--- config.mk ---
export PLATFORM = sky130hd
export DESIGN_NAME = sdadc_ctrl
export DESIGN_NICKNAME = d
export VERILOG_FILES = /design/src/hw/sdadc_pkg.sv /design/src/hw/sdadc_result_path.sv /design/src/hw/sdadc_ctrl.sv
export SDC_FILE = /design/constraint.sdc
export NUM_CORES = 1
export LEC_CHECK = 0
export BUFFER_PORTS_ARGS = -buffer_cell sky130_fd_sc_hd__buf_4
export CAP_MARGIN = 5
export CORE_ASPECT_RATIO = 1.5
export CORE_MARGIN = 8
export CORE_UTILIZATION = 50
export CTS_CLUSTER_DIAMETER = 150
export DETAILED_ROUTE_END_ITERATION = 6
export PLACE_DENSITY_LB_ADDON = 0.3
export SLEW_MARGIN = 30
export SYNTH_ARGS = -nofsm -noshare
export SYNTH_HDL_FRONTEND = slang
export SYNTH_SLANG_ARGS = --single-unit
--- constraint.sdc ---
create_clock -name clk_sys_i -period 6 [get_ports clk_sys_i]
set_input_delay 0.6 -clock clk_sys_i [delete_from_list [all_inputs] [get_ports clk_sys_i]]
set_output_delay 0.6 -clock clk_sys_i [all_outputs]
set_load 0.03 [all_outputs]
--- src/hw/sdadc_pkg.sv ---
// Shared constants for the dual sigma-delta converter control block.
// Assumes a 32-bit Avalon-MM register bus with byte addressing.
package sdadc_pkg;

  localparam int unsigned N_CONV = 2;
  localparam int unsigned ADDR_W = 7;
  localparam int unsigned DATA_W = 24;

  // Register byte offsets inside one converter's window
  localparam logic [4:0] OFS_CON = 5'h00;
  localparam logic [4:0] OFS_MDE = 5'h04;
  localparam logic [4:0] OFS_STA = 5'h08;
  localparam logic [4:0] OFS_DAT = 5'h0C;
  localparam logic [4:0] OFS_S2DAT = 5'h10;
  localparam logic [4:0] OFS_IST = 5'h14;
  localparam logic [4:0] OFS_IMSK = 5'h18;
  // Window selects (address bits 6:5) and the shared ground switch register
  localparam logic [1:0] WIN_CONV0 = 2'h0;
  localparam logic [1:0] WIN_CONV1 = 2'h1;
  localparam logic [ADDR_W-1:0] ADR_GND = 7'h40;

  // converter_control_word fields
  localparam int unsigned CON_NEG_LSB = 0;
  localparam int unsigned CON_POS_LSB = 5;
  localparam int unsigned CON_REF_LSB = 10;
  localparam int unsigned CON_REFBUF_BIT = 12;
  localparam int unsigned CON_EN_BIT = 13;
  localparam int unsigned CON_SINC2_BIT = 14;
  localparam int unsigned CON_W = 15;
  localparam logic [CON_W-1:0] CON_RST = 15'h0000;

  // converter_mode_word fields
  localparam int unsigned MDE_SINC4_BIT = 0;
  localparam int unsigned MDE_GAIN_LSB = 4;
  localparam int unsigned MDE_W = 8;
  localparam logic [MDE_W-1:0] MDE_RST = 8'h00;

  // converter_status_word and interrupt bits
  localparam int unsigned STA_RDY_BIT = 0;
  localparam int unsigned STA_S2RDY_BIT = 1;
  localparam int unsigned STA_ERR_BIT = 4;
  localparam int unsigned IRQ_W = 3;
  localparam int unsigned IRQ_RDY = 0;
  localparam int unsigned IRQ_S2 = 1;
  localparam int unsigned IRQ_ERR = 2;

  // Channel codes of the shared input multiplexer
  localparam logic [4:0] CH_AIN_LAST = 5'h0B;
  localparam logic [4:0] CH_AGND = 5'h0C;
  localparam logic [4:0] CH_AVDD_DIV4 = 5'h0D;
  localparam logic [4:0] CH_IOVDD_DIV4 = 5'h0E;
  localparam logic [4:0] CH_TEMP = 5'h0F;
  localparam logic [4:0] CH_DAC = 5'h10;

  // Reference select encodings
  localparam logic [1:0] REF_BANDGAP = 2'h0;
  localparam logic [1:0] REF_EXT1 = 2'h1;
  localparam logic [1:0] REF_EXT2 = 2'h2;

  // Error saturation codes per gain setting (1,2,4..128)
  localparam logic [7:0][DATA_W-1:0] FS_POS = {8{24'h7FFFFF}};
  localparam logic [7:0][DATA_W-1:0] FS_NEG = {8{24'h800000}};

  // Fast filter output period
  localparam int unsigned CLK_HZ = 100_000_000;
  localparam int unsigned SINC2_PERIOD_US = 2000;
  localparam int unsigned SINC2_CYCLES = (CLK_HZ / 1_000_000) * SINC2_PERIOD_US;

  typedef enum logic {
    BUS_IDLE = 1'b0,
    BUS_ACK = 1'b1
  } bus_state_e;

endpackage : sdadc_pkg

--- src/hw/sdadc_result_path.sv ---
// Result handling of one converter: latching, error saturation, fast-filter pacing.
// Assumes main and fast filter words arrive synchronous to clk_sys_i.
`timescale 1ns/1ps
module sdadc_result_path #(
  parameter int unsigned SINC2_CYCLES = sdadc_pkg::SINC2_CYCLES
) (
  input wire logic clk_sys_i,
  input wire logic arst_n_i,
  input wire logic conv_en_i,
  input wire logic sinc2_en_i,
  input wire logic [2:0] gain_i,
  input wire logic main_valid_i,
  input wire logic [sdadc_pkg::DATA_W-1:0] main_data_i,
  input wire logic ovf_i,
  input wire logic unf_i,
  input wire logic [sdadc_pkg::DATA_W-1:0] sinc2_data_i,
  output logic [sdadc_pkg::DATA_W-1:0] result_o,
  output logic [sdadc_pkg::DATA_W-1:0] sinc2_result_o,
  output logic err_o,
  output logic rdy_pulse_o,
  output logic sinc2_pulse_o,
  output logic err_pulse_o
);

  typedef struct packed {
    logic [sdadc_pkg::DATA_W-1:0] result;
    logic [sdadc_pkg::DATA_W-1:0] sinc2;
    logic [31:0] tick;
    logic err;
    logic rdy;
    logic s2rdy;
    logic errp;
  } path_s;

  path_s st_q, st_d;

  always_comb begin
    st_d = st_q;
    st_d.rdy = 1'b0;
    st_d.s2rdy = 1'b0;
    st_d.errp = 1'b0;
    if (conv_en_i && main_valid_i) begin
      st_d.rdy = 1'b1;
      st_d.err = ovf_i | unf_i;
      st_d.errp = ovf_i | unf_i;
      if (ovf_i) begin
        st_d.result = sdadc_pkg::FS_POS[gain_i];
      end else if (unf_i) begin
        st_d.result = sdadc_pkg::FS_NEG[gain_i];
      end else begin
        st_d.result = main_data_i;
      end
    end
    // Fast filter runs beside the main path, paced by its own timer
    if (conv_en_i && sinc2_en_i) begin
      if (st_q.tick >= SINC2_CYCLES - 1) begin
        st_d.tick = '0;
        st_d.sinc2 = sinc2_data_i;
        st_d.s2rdy = 1'b1;
      end else begin
        st_d.tick = st_q.tick + 32'h00000001;
      end
    end else begin
      st_d.tick = '0;
    end
  end

  always_ff @(posedge clk_sys_i or negedge arst_n_i) begin
    if (!arst_n_i) begin
      st_q <= '0;
    end else begin
      st_q <= st_d;
    end
  end

  assign result_o = st_q.result;
  assign sinc2_result_o = st_q.sinc2;
  assign err_o = st_q.err;
  assign rdy_pulse_o = st_q.rdy;
  assign sinc2_pulse_o = st_q.s2rdy;
  assign err_pulse_o = st_q.errp;

endmodule : sdadc_result_path

--- src/hw/sdadc_ctrl.sv ---
// Control and result handling for two sigma-delta converters on one input mux.
// Assumes an Avalon-MM master on the same clock and analog filters that deliver
// finished main-filter words with overflow/underflow flags.
//
// Implementation choices: the Avalon-MM interface to the registers and the placing of the registers.
`timescale 1ns/1ps
module sdadc_ctrl #(
  parameter int unsigned SINC2_CYCLES = sdadc_pkg::SINC2_CYCLES
) (
  input wire logic clk_sys_i,
  input wire logic arst_n_i,
  input wire logic [sdadc_pkg::ADDR_W-1:0] avs_address_i,
  input wire logic avs_read_i,
  input wire logic avs_write_i,
  input wire logic [31:0] avs_writedata_i,
  output logic [31:0] avs_readdata_o,
  output logic avs_waitrequest_o,
  input wire logic [1:0] main_valid_i,
  input wire logic [1:0][sdadc_pkg::DATA_W-1:0] main_data_i,
  input wire logic [1:0] ovf_i,
  input wire logic [1:0] unf_i,
  input wire logic [1:0][sdadc_pkg::DATA_W-1:0] sinc2_data_i,
  output logic [1:0][4:0] pos_sel_o,
  output logic [1:0][4:0] neg_sel_o,
  output logic [1:0][1:0] ref_sel_o,
  output logic [1:0] ref_buf_o,
  output logic [1:0] conv_en_o,
  output logic [1:0] sinc4_sel_o,
  output logic [1:0] sinc2_en_o,
  output logic [1:0][2:0] gain_o,
  output logic gnd_sw_o,
  output logic [1:0] irq_o
);

  typedef struct packed {
    sdadc_pkg::bus_state_e bus;
    logic [31:0] rdata;
    logic [1:0][sdadc_pkg::CON_W-1:0] con;
    logic [1:0][sdadc_pkg::MDE_W-1:0] mde;
    logic [1:0][sdadc_pkg::IRQ_W-1:0] ist;
    logic [1:0][sdadc_pkg::IRQ_W-1:0] imsk;
    logic [1:0] rdy;
    logic [1:0] s2rdy;
    logic [1:0][4:0] pos;
    logic [1:0][4:0] neg;
    logic gnd;
    logic [1:0] irq;
  } ctrl_s;

  ctrl_s st_q, st_d;

  logic [1:0][sdadc_pkg::DATA_W-1:0] result;
  logic [1:0][sdadc_pkg::DATA_W-1:0] sinc2_result;
  logic [1:0] err_lvl;
  logic [1:0] rdy_p;
  logic [1:0] s2_p;
  logic [1:0] err_p;

  // One result path per converter; they never share state
  for (genvar c = 0; c < sdadc_pkg::N_CONV; c++) begin : g_conv
    sdadc_result_path #(
      .SINC2_CYCLES(SINC2_CYCLES)
    ) u_path (
      .clk_sys_i(clk_sys_i),
      .arst_n_i(arst_n_i),
      .conv_en_i(st_q.con[c][sdadc_pkg::CON_EN_BIT]),
      .sinc2_en_i(st_q.con[c][sdadc_pkg::CON_SINC2_BIT]),
      .gain_i(st_q.mde[c][sdadc_pkg::MDE_GAIN_LSB +: 3]),
      .main_valid_i(main_valid_i[c]),
      .main_data_i(main_data_i[c]),
      .ovf_i(ovf_i[c]),
      .unf_i(unf_i[c]),
      .sinc2_data_i(sinc2_data_i[c]),
      .result_o(result[c]),
      .sinc2_result_o(sinc2_result[c]),
      .err_o(err_lvl[c]),
      .rdy_pulse_o(rdy_p[c]),
      .sinc2_pulse_o(s2_p[c]),
      .err_pulse_o(err_p[c])
    );
  end

  // Legal channel check; out-of-range codes park the input on AGND
  function automatic logic [4:0] mux_code(input logic [4:0] code, input logic internal_ok);
    logic [4:0] res;
    res = sdadc_pkg::CH_AGND;
    if (code <= sdadc_pkg::CH_AGND) begin
      res = code;
    end else if (internal_ok && code <= sdadc_pkg::CH_DAC) begin
      res = code;
    end
    return res;
  endfunction : mux_code

  logic req;
  logic [1:0] win;
  logic [4:0] ofs;
  logic conv_hit;
  int unsigned sel;
  assign req = avs_read_i | avs_write_i;
  assign win = avs_address_i[6:5];
  assign ofs = avs_address_i[4:0];
  assign conv_hit = (win == sdadc_pkg::WIN_CONV0) || (win == sdadc_pkg::WIN_CONV1);
  assign sel = (win == sdadc_pkg::WIN_CONV1) ? 1 : 0;

  always_comb begin
    logic [31:0] rd;
    logic [31:0] sta;
    logic do_wr;
    logic do_rd;
    rd = 32'h00000000;
    sta = 32'h00000000;
    st_d = st_q;
    do_wr = avs_write_i && (st_q.bus == sdadc_pkg::BUS_ACK);
    do_rd = avs_read_i && (st_q.bus == sdadc_pkg::BUS_IDLE);

    // Handshake: one wait cycle, then the access completes
    case (st_q.bus)
      sdadc_pkg::BUS_IDLE: begin
        if (req) begin
          st_d.bus = sdadc_pkg::BUS_ACK;
        end
      end
      sdadc_pkg::BUS_ACK: begin
        st_d.bus = sdadc_pkg::BUS_IDLE;
      end
      default: begin
        st_d.bus = sdadc_pkg::BUS_IDLE;
      end
    endcase

    // Read data is captured in the wait cycle so it stands at the completing edge
    if (do_rd) begin
      sta[sdadc_pkg::STA_RDY_BIT] = st_q.rdy[sel];
      sta[sdadc_pkg::STA_S2RDY_BIT] = st_q.s2rdy[sel];
      sta[sdadc_pkg::STA_ERR_BIT] = err_lvl[sel];
      if (avs_address_i == sdadc_pkg::ADR_GND) begin
        rd[0] = st_q.gnd;
      end else if (conv_hit && ofs == sdadc_pkg::OFS_CON) begin
        rd[sdadc_pkg::CON_W-1:0] = st_q.con[sel];
      end else if (conv_hit && ofs == sdadc_pkg::OFS_MDE) begin
        rd[sdadc_pkg::MDE_W-1:0] = st_q.mde[sel];
      end else if (conv_hit && ofs == sdadc_pkg::OFS_STA) begin
        rd = sta;
      end else if (conv_hit && ofs == sdadc_pkg::OFS_DAT) begin
        rd[sdadc_pkg::DATA_W-1:0] = result[sel];
      end else if (conv_hit && ofs == sdadc_pkg::OFS_S2DAT) begin
        rd[sdadc_pkg::DATA_W-1:0] = sinc2_result[sel];
      end else if (conv_hit && ofs == sdadc_pkg::OFS_IST) begin
        rd[sdadc_pkg::IRQ_W-1:0] = st_q.ist[sel];
      end else if (conv_hit && ofs == sdadc_pkg::OFS_IMSK) begin
        rd[sdadc_pkg::IRQ_W-1:0] = st_q.imsk[sel];
      end
      st_d.rdata = rd;
    end

    // Reading the result consumes its ready flag; a fresh result wins below
    if (do_rd && conv_hit && ofs == sdadc_pkg::OFS_DAT) begin
      st_d.rdy[sel] = 1'b0;
    end
    if (do_rd && conv_hit && ofs == sdadc_pkg::OFS_S2DAT) begin
      st_d.s2rdy[sel] = 1'b0;
    end

    if (do_wr) begin
      if (avs_address_i == sdadc_pkg::ADR_GND) begin
        st_d.gnd = avs_writedata_i[0];
      end else if (conv_hit && ofs == sdadc_pkg::OFS_CON) begin
        st_d.con[sel] = avs_writedata_i[sdadc_pkg::CON_W-1:0];
      end else if (conv_hit && ofs == sdadc_pkg::OFS_MDE) begin
        st_d.mde[sel] = avs_writedata_i[sdadc_pkg::MDE_W-1:0];
      end else if (conv_hit && ofs == sdadc_pkg::OFS_IST) begin
        st_d.ist[sel] = st_q.ist[sel] & ~avs_writedata_i[sdadc_pkg::IRQ_W-1:0];
      end else if (conv_hit && ofs == sdadc_pkg::OFS_IMSK) begin
        st_d.imsk[sel] = avs_writedata_i[sdadc_pkg::IRQ_W-1:0];
      end
    end

    // Events set after clears so a same-cycle event is never lost
    for (int c = 0; c < sdadc_pkg::N_CONV; c++) begin
      if (rdy_p[c]) begin
        st_d.rdy[c] = 1'b1;
        st_d.ist[c][sdadc_pkg::IRQ_RDY] = 1'b1;
      end
      if (s2_p[c]) begin
        st_d.s2rdy[c] = 1'b1;
        st_d.ist[c][sdadc_pkg::IRQ_S2] = 1'b1;
      end
      if (err_p[c]) begin
        st_d.ist[c][sdadc_pkg::IRQ_ERR] = 1'b1;
      end
      // Mux selects are registered from the new control word
      st_d.pos[c] = mux_code(st_d.con[c][sdadc_pkg::CON_POS_LSB +: 5], c == 1);
      st_d.neg[c] = mux_code(st_d.con[c][sdadc_pkg::CON_NEG_LSB +: 5], c == 1);
      st_d.irq[c] = |(st_d.ist[c] & st_d.imsk[c]);
    end
  end

  always_ff @(posedge clk_sys_i or negedge arst_n_i) begin
    if (!arst_n_i) begin
      st_q <= '0;
      st_q.bus <= sdadc_pkg::BUS_IDLE;
      st_q.con <= {2{sdadc_pkg::CON_RST}};
      st_q.mde <= {2{sdadc_pkg::MDE_RST}};
      st_q.pos <= {2{sdadc_pkg::CH_AGND}};
      st_q.neg <= {2{sdadc_pkg::CH_AGND}};
    end else begin
      st_q <= st_d;
    end
  end

  // Waitrequest is high while idle, so an access always sees one wait cycle
  assign avs_waitrequest_o = (st_q.bus == sdadc_pkg::BUS_IDLE);
  assign avs_readdata_o = st_q.rdata;
  assign gnd_sw_o = st_q.gnd;
  assign irq_o = st_q.irq;

  for (genvar c = 0; c < sdadc_pkg::N_CONV; c++) begin : g_out
    assign pos_sel_o[c] = st_q.pos[c];
    assign neg_sel_o[c] = st_q.neg[c];
    // Ref code 3 is unused and falls back to band gap in the analog side
    assign ref_sel_o[c] = st_q.con[c][sdadc_pkg::CON_REF_LSB +: 2];
    assign ref_buf_o[c] = st_q.con[c][sdadc_pkg::CON_REFBUF_BIT];
    assign conv_en_o[c] = st_q.con[c][sdadc_pkg::CON_EN_BIT];
    assign sinc2_en_o[c] = st_q.con[c][sdadc_pkg::CON_SINC2_BIT];
    assign sinc4_sel_o[c] = st_q.mde[c][sdadc_pkg::MDE_SINC4_BIT];
    assign gain_o[c] = st_q.mde[c][sdadc_pkg::MDE_GAIN_LSB +: 3];
  end

endmodule : sdadc_ctrl

==> out/metrics.cfg <==
[floorplan]
design.core.area_um2=25050
dieArea_um2=30810
die_w_um=146
rows=71
io_pins=219
initial_utilization_pct=50.59
die_y_um=211.0

[grt]
grt_util_all_layers_pct=21.38
grt_max_degree=152
grt_pass1_wl_mm=52.47
antenna_found_initial=0
grt-ovfl-total=0
grt_pass1_vias=9547

[critical_path]
reg2reg_from=g_conv[0].u_path.st_q[4]
path_cells=ha_1 > and3_1 > nand3_1 > a211o_1 > a21oi_4 > buf_16 > mux2_2
path_buf_inv=1
critPathArrivalTime_ns=2.92
setup.worst_path.end_class=flip-flop
startpoint_type=flip-flop
required_ns=6.42
critPathTopFamily=compound AO/OA/AOI/OAI gates
r2r.worst_path.cells=7
rrSetupSlack_ns=3.50
rr_endpoint=g_conv[0].u_path.sinc2_result_o[3]
crit_path_max_fanout=14
crit_type=flip-flop to flip-flop
critPathSlowestCell=a21oi_4
cpPeakStageDelay_ns=0.50

[synth]
synth_edf_count=0
ys_ff_latch=278
synth-async-reset-ratio_pct=100.0
synth_area_um2=12670
synth_cell_types=66
yosysSeqAreaShare_pct=54.97
ys_warn_count=0
synth_flop_cell=dfrtp_1
synthCells=1157
synth_area_per_cell_um2=10.95

[timing]
slew-limit-headroom_pct=34.33
worst_pin_slew_ns=0.9826
period_needed_ns=2.499
rsz0062_at_grt=false
fin_ws_ns=3.501
slew_viol_final=0
hold_viol=0
post-route-period-util_pct=41.65
setup_violations=0
fin_skew_ns=0.01528
setup_tns_ns=0
clock.fmax_mhz=400.1

[drt]
drc=0
first_pass_iters=5
via_count=9181
drt_iter0_drc=586
antenna_left=0
wl_mm=33.48
via_per_inst=5.571
wl_per_cell_um=20.32

[finish]
layout_common_cells=dfrtp_1, buf_4, nand2_1
postLayoutCellArea_um2=15080
n_antenna_cell=0
layout_commonest_cell=dfrtp_1
post-route-util_pct=60.18
syn_to_final_growth_pct=18.95
drive_above_1_share_pct=28.03
fill_cells=2119
fin_nets=1446

[worst_hold_path]
hold_start=sinc2_data_i[20]
min_path_type=input pin to flip-flop
hold_depth=2
hold_end=g_conv[0].u_path.sinc2_result_o[20]

[placed_design]
dpl-instance-area_um2=14060
hpwl_mm=23.58
gp_congestion=0.8515
port_buffers=193
place_ws_ns=2.846

[power_and_ir_drop]
powerDensity_nw_per_um2=300.6
p_leak_nw=7.235
ir_worst_vdd_mv=0.2202

[clock_tree]
cts.clk_slew.worst_paths_ns=0.07
post_cts_buffers=0
cts_buffers=27
cts_resized=0
h-tree-depth=1
clock_path_buffers=3
clock-root-buffer=clkbuf_16
cts.sinks=278
cts_tree=built
clkLatencyLatePin_ns=0.54

[status]
outcome=complete, no violations

[run]
cap_violations=0

per-layer routing:
layer | up-vias | track usage (%) | wire (µm)
li1 | 4247 | - | -
met1 | 4561 | 23.94 | 12500
met2 | 300 | 39.46 | 17890
met3 | 73 | 3.774 | 1817
met4 | 0 | 8.770 | 1277
met5 | - | 0 | 0
metrics by stage:
step | total power [mW] | std cells | hold WS [ns]
after floorplan | 2.472 | 1194 | 0.3044
after global placement | 2.684 | 1594 | 0.4594
after detailed placement | 2.701 | 1596 | 0.4651
after CTS | 4.558 | 1646 | 0.2072
after global routing | 4.712 | 1648 | 0.2682
final | 4.533 | 1648 | 0.2889
power breakdown:
group          switching, mW  internal (mW)
clock                  0.739           1.13
combinational          0.312          0.215
sequential            0.0943           2.05
worst max path at each step:
stage                              from  cells after the start  slack (ns)                                  to
2_1_floorplan          avs_address_i[6]                      6        3.65                            irq_o[1]
3_3_place_gp           avs_address_i[5]                      7        2.87                   avs_readdata_o[3]
3_5_place_dp           avs_address_i[5]                      7        2.85                   avs_readdata_o[3]
4_1_cts                avs_address_i[5]                      7        3.41                   avs_readdata_o[3]
5_1_grt                avs_address_i[6]                      7        3.36                   avs_readdata_o[4]
6_report       g_conv[0].u_path.st_q[4]                      7        3.50  g_conv[0].u_path.sinc2_result_o[3]
layout make-up:
cell class	instances	area, µm²	area share (%)
Clock buffer	34	732.0	4.855
Clock inverter	16	242.7	1.610
Inverter	22	82.58	0.5477
Multi-Input combinational cell	763	5002	33.18
Sequential cell	278	6967	46.21
Tap cell	328	410.4	2.722
Timing Repair Buffer	207	1640	10.88
flip-flops by register name, indices dropped and copies added, names as in the netlist, 4 cells and up:
name	flops
neg_sel_o	10
g_conv.u_path.st_q	64
g_conv.u_path.sinc2_result_o	48
ref_sel_o	4
g_conv.u_path.result_o	48
gain_o	6
avs_readdata_o	24
st_q	45
pos_sel_o	10
cell families after synthesis:
family,Yosys count,synth area share (%)
compound gates,226,10.81
simple gates,311,11.79
flops,278,54.97
fa+ha+maj,2,0.1974
buf+inv,153,6.890
other cells,1,0.02959
mux,154,13.11
xor+xnor,32,2.211
timing repair:
| item | 4_1_cts | 5_1_grt |
|---|---|---|
| setup endpoints to repair | 0 | 0 |
| endpoints found under the hold margin | 0 | 39 |
| hold buffers | 0 | 1 |
cells in the mapped netlist (3+ instances only):
cell         n  area (µm²)
mux2_2      96        1081
xor2_1      21       183.9
o2bb2ai_1    5       43.79
mux2i_1     58       580.6
nand4_1     17       106.4
buf_4       72       540.5
nor4_1       9       56.30
buf_2       17       85.08
o31ai_1      3       22.52
o22ai_1     19       118.9
xnor2_1     11       96.34
a211oi_1     3       22.52
a22o_1       9       78.83
o21ai_0     75       375.4
nor2_1      67       251.5
nor3_1      11       55.05
nand2_1    131       491.7
nor2b_1      6       37.54
or4_1        3       22.52
dfrtp_1    270        6756
and3b_1      3       26.28
dfstp_2      8       210.2
nand3b_1     3       22.52
inv_1       22       82.58
clkbuf_1    38       142.6
or3_1        4       25.02
a21o_1       8       60.06
or2_2        3       18.77
nand3_1     20       100.1
a32o_1       6       60.06
a31oi_1      6       37.54
nor3_2       3       30.03
nand2b_1     9       56.30
and2_1       4       25.02
a32oi_1      6       52.55
and3_1       5       31.28
buf_1        3       11.26
a21oi_1     66       330.3
(Power assumes the default switching activity.)
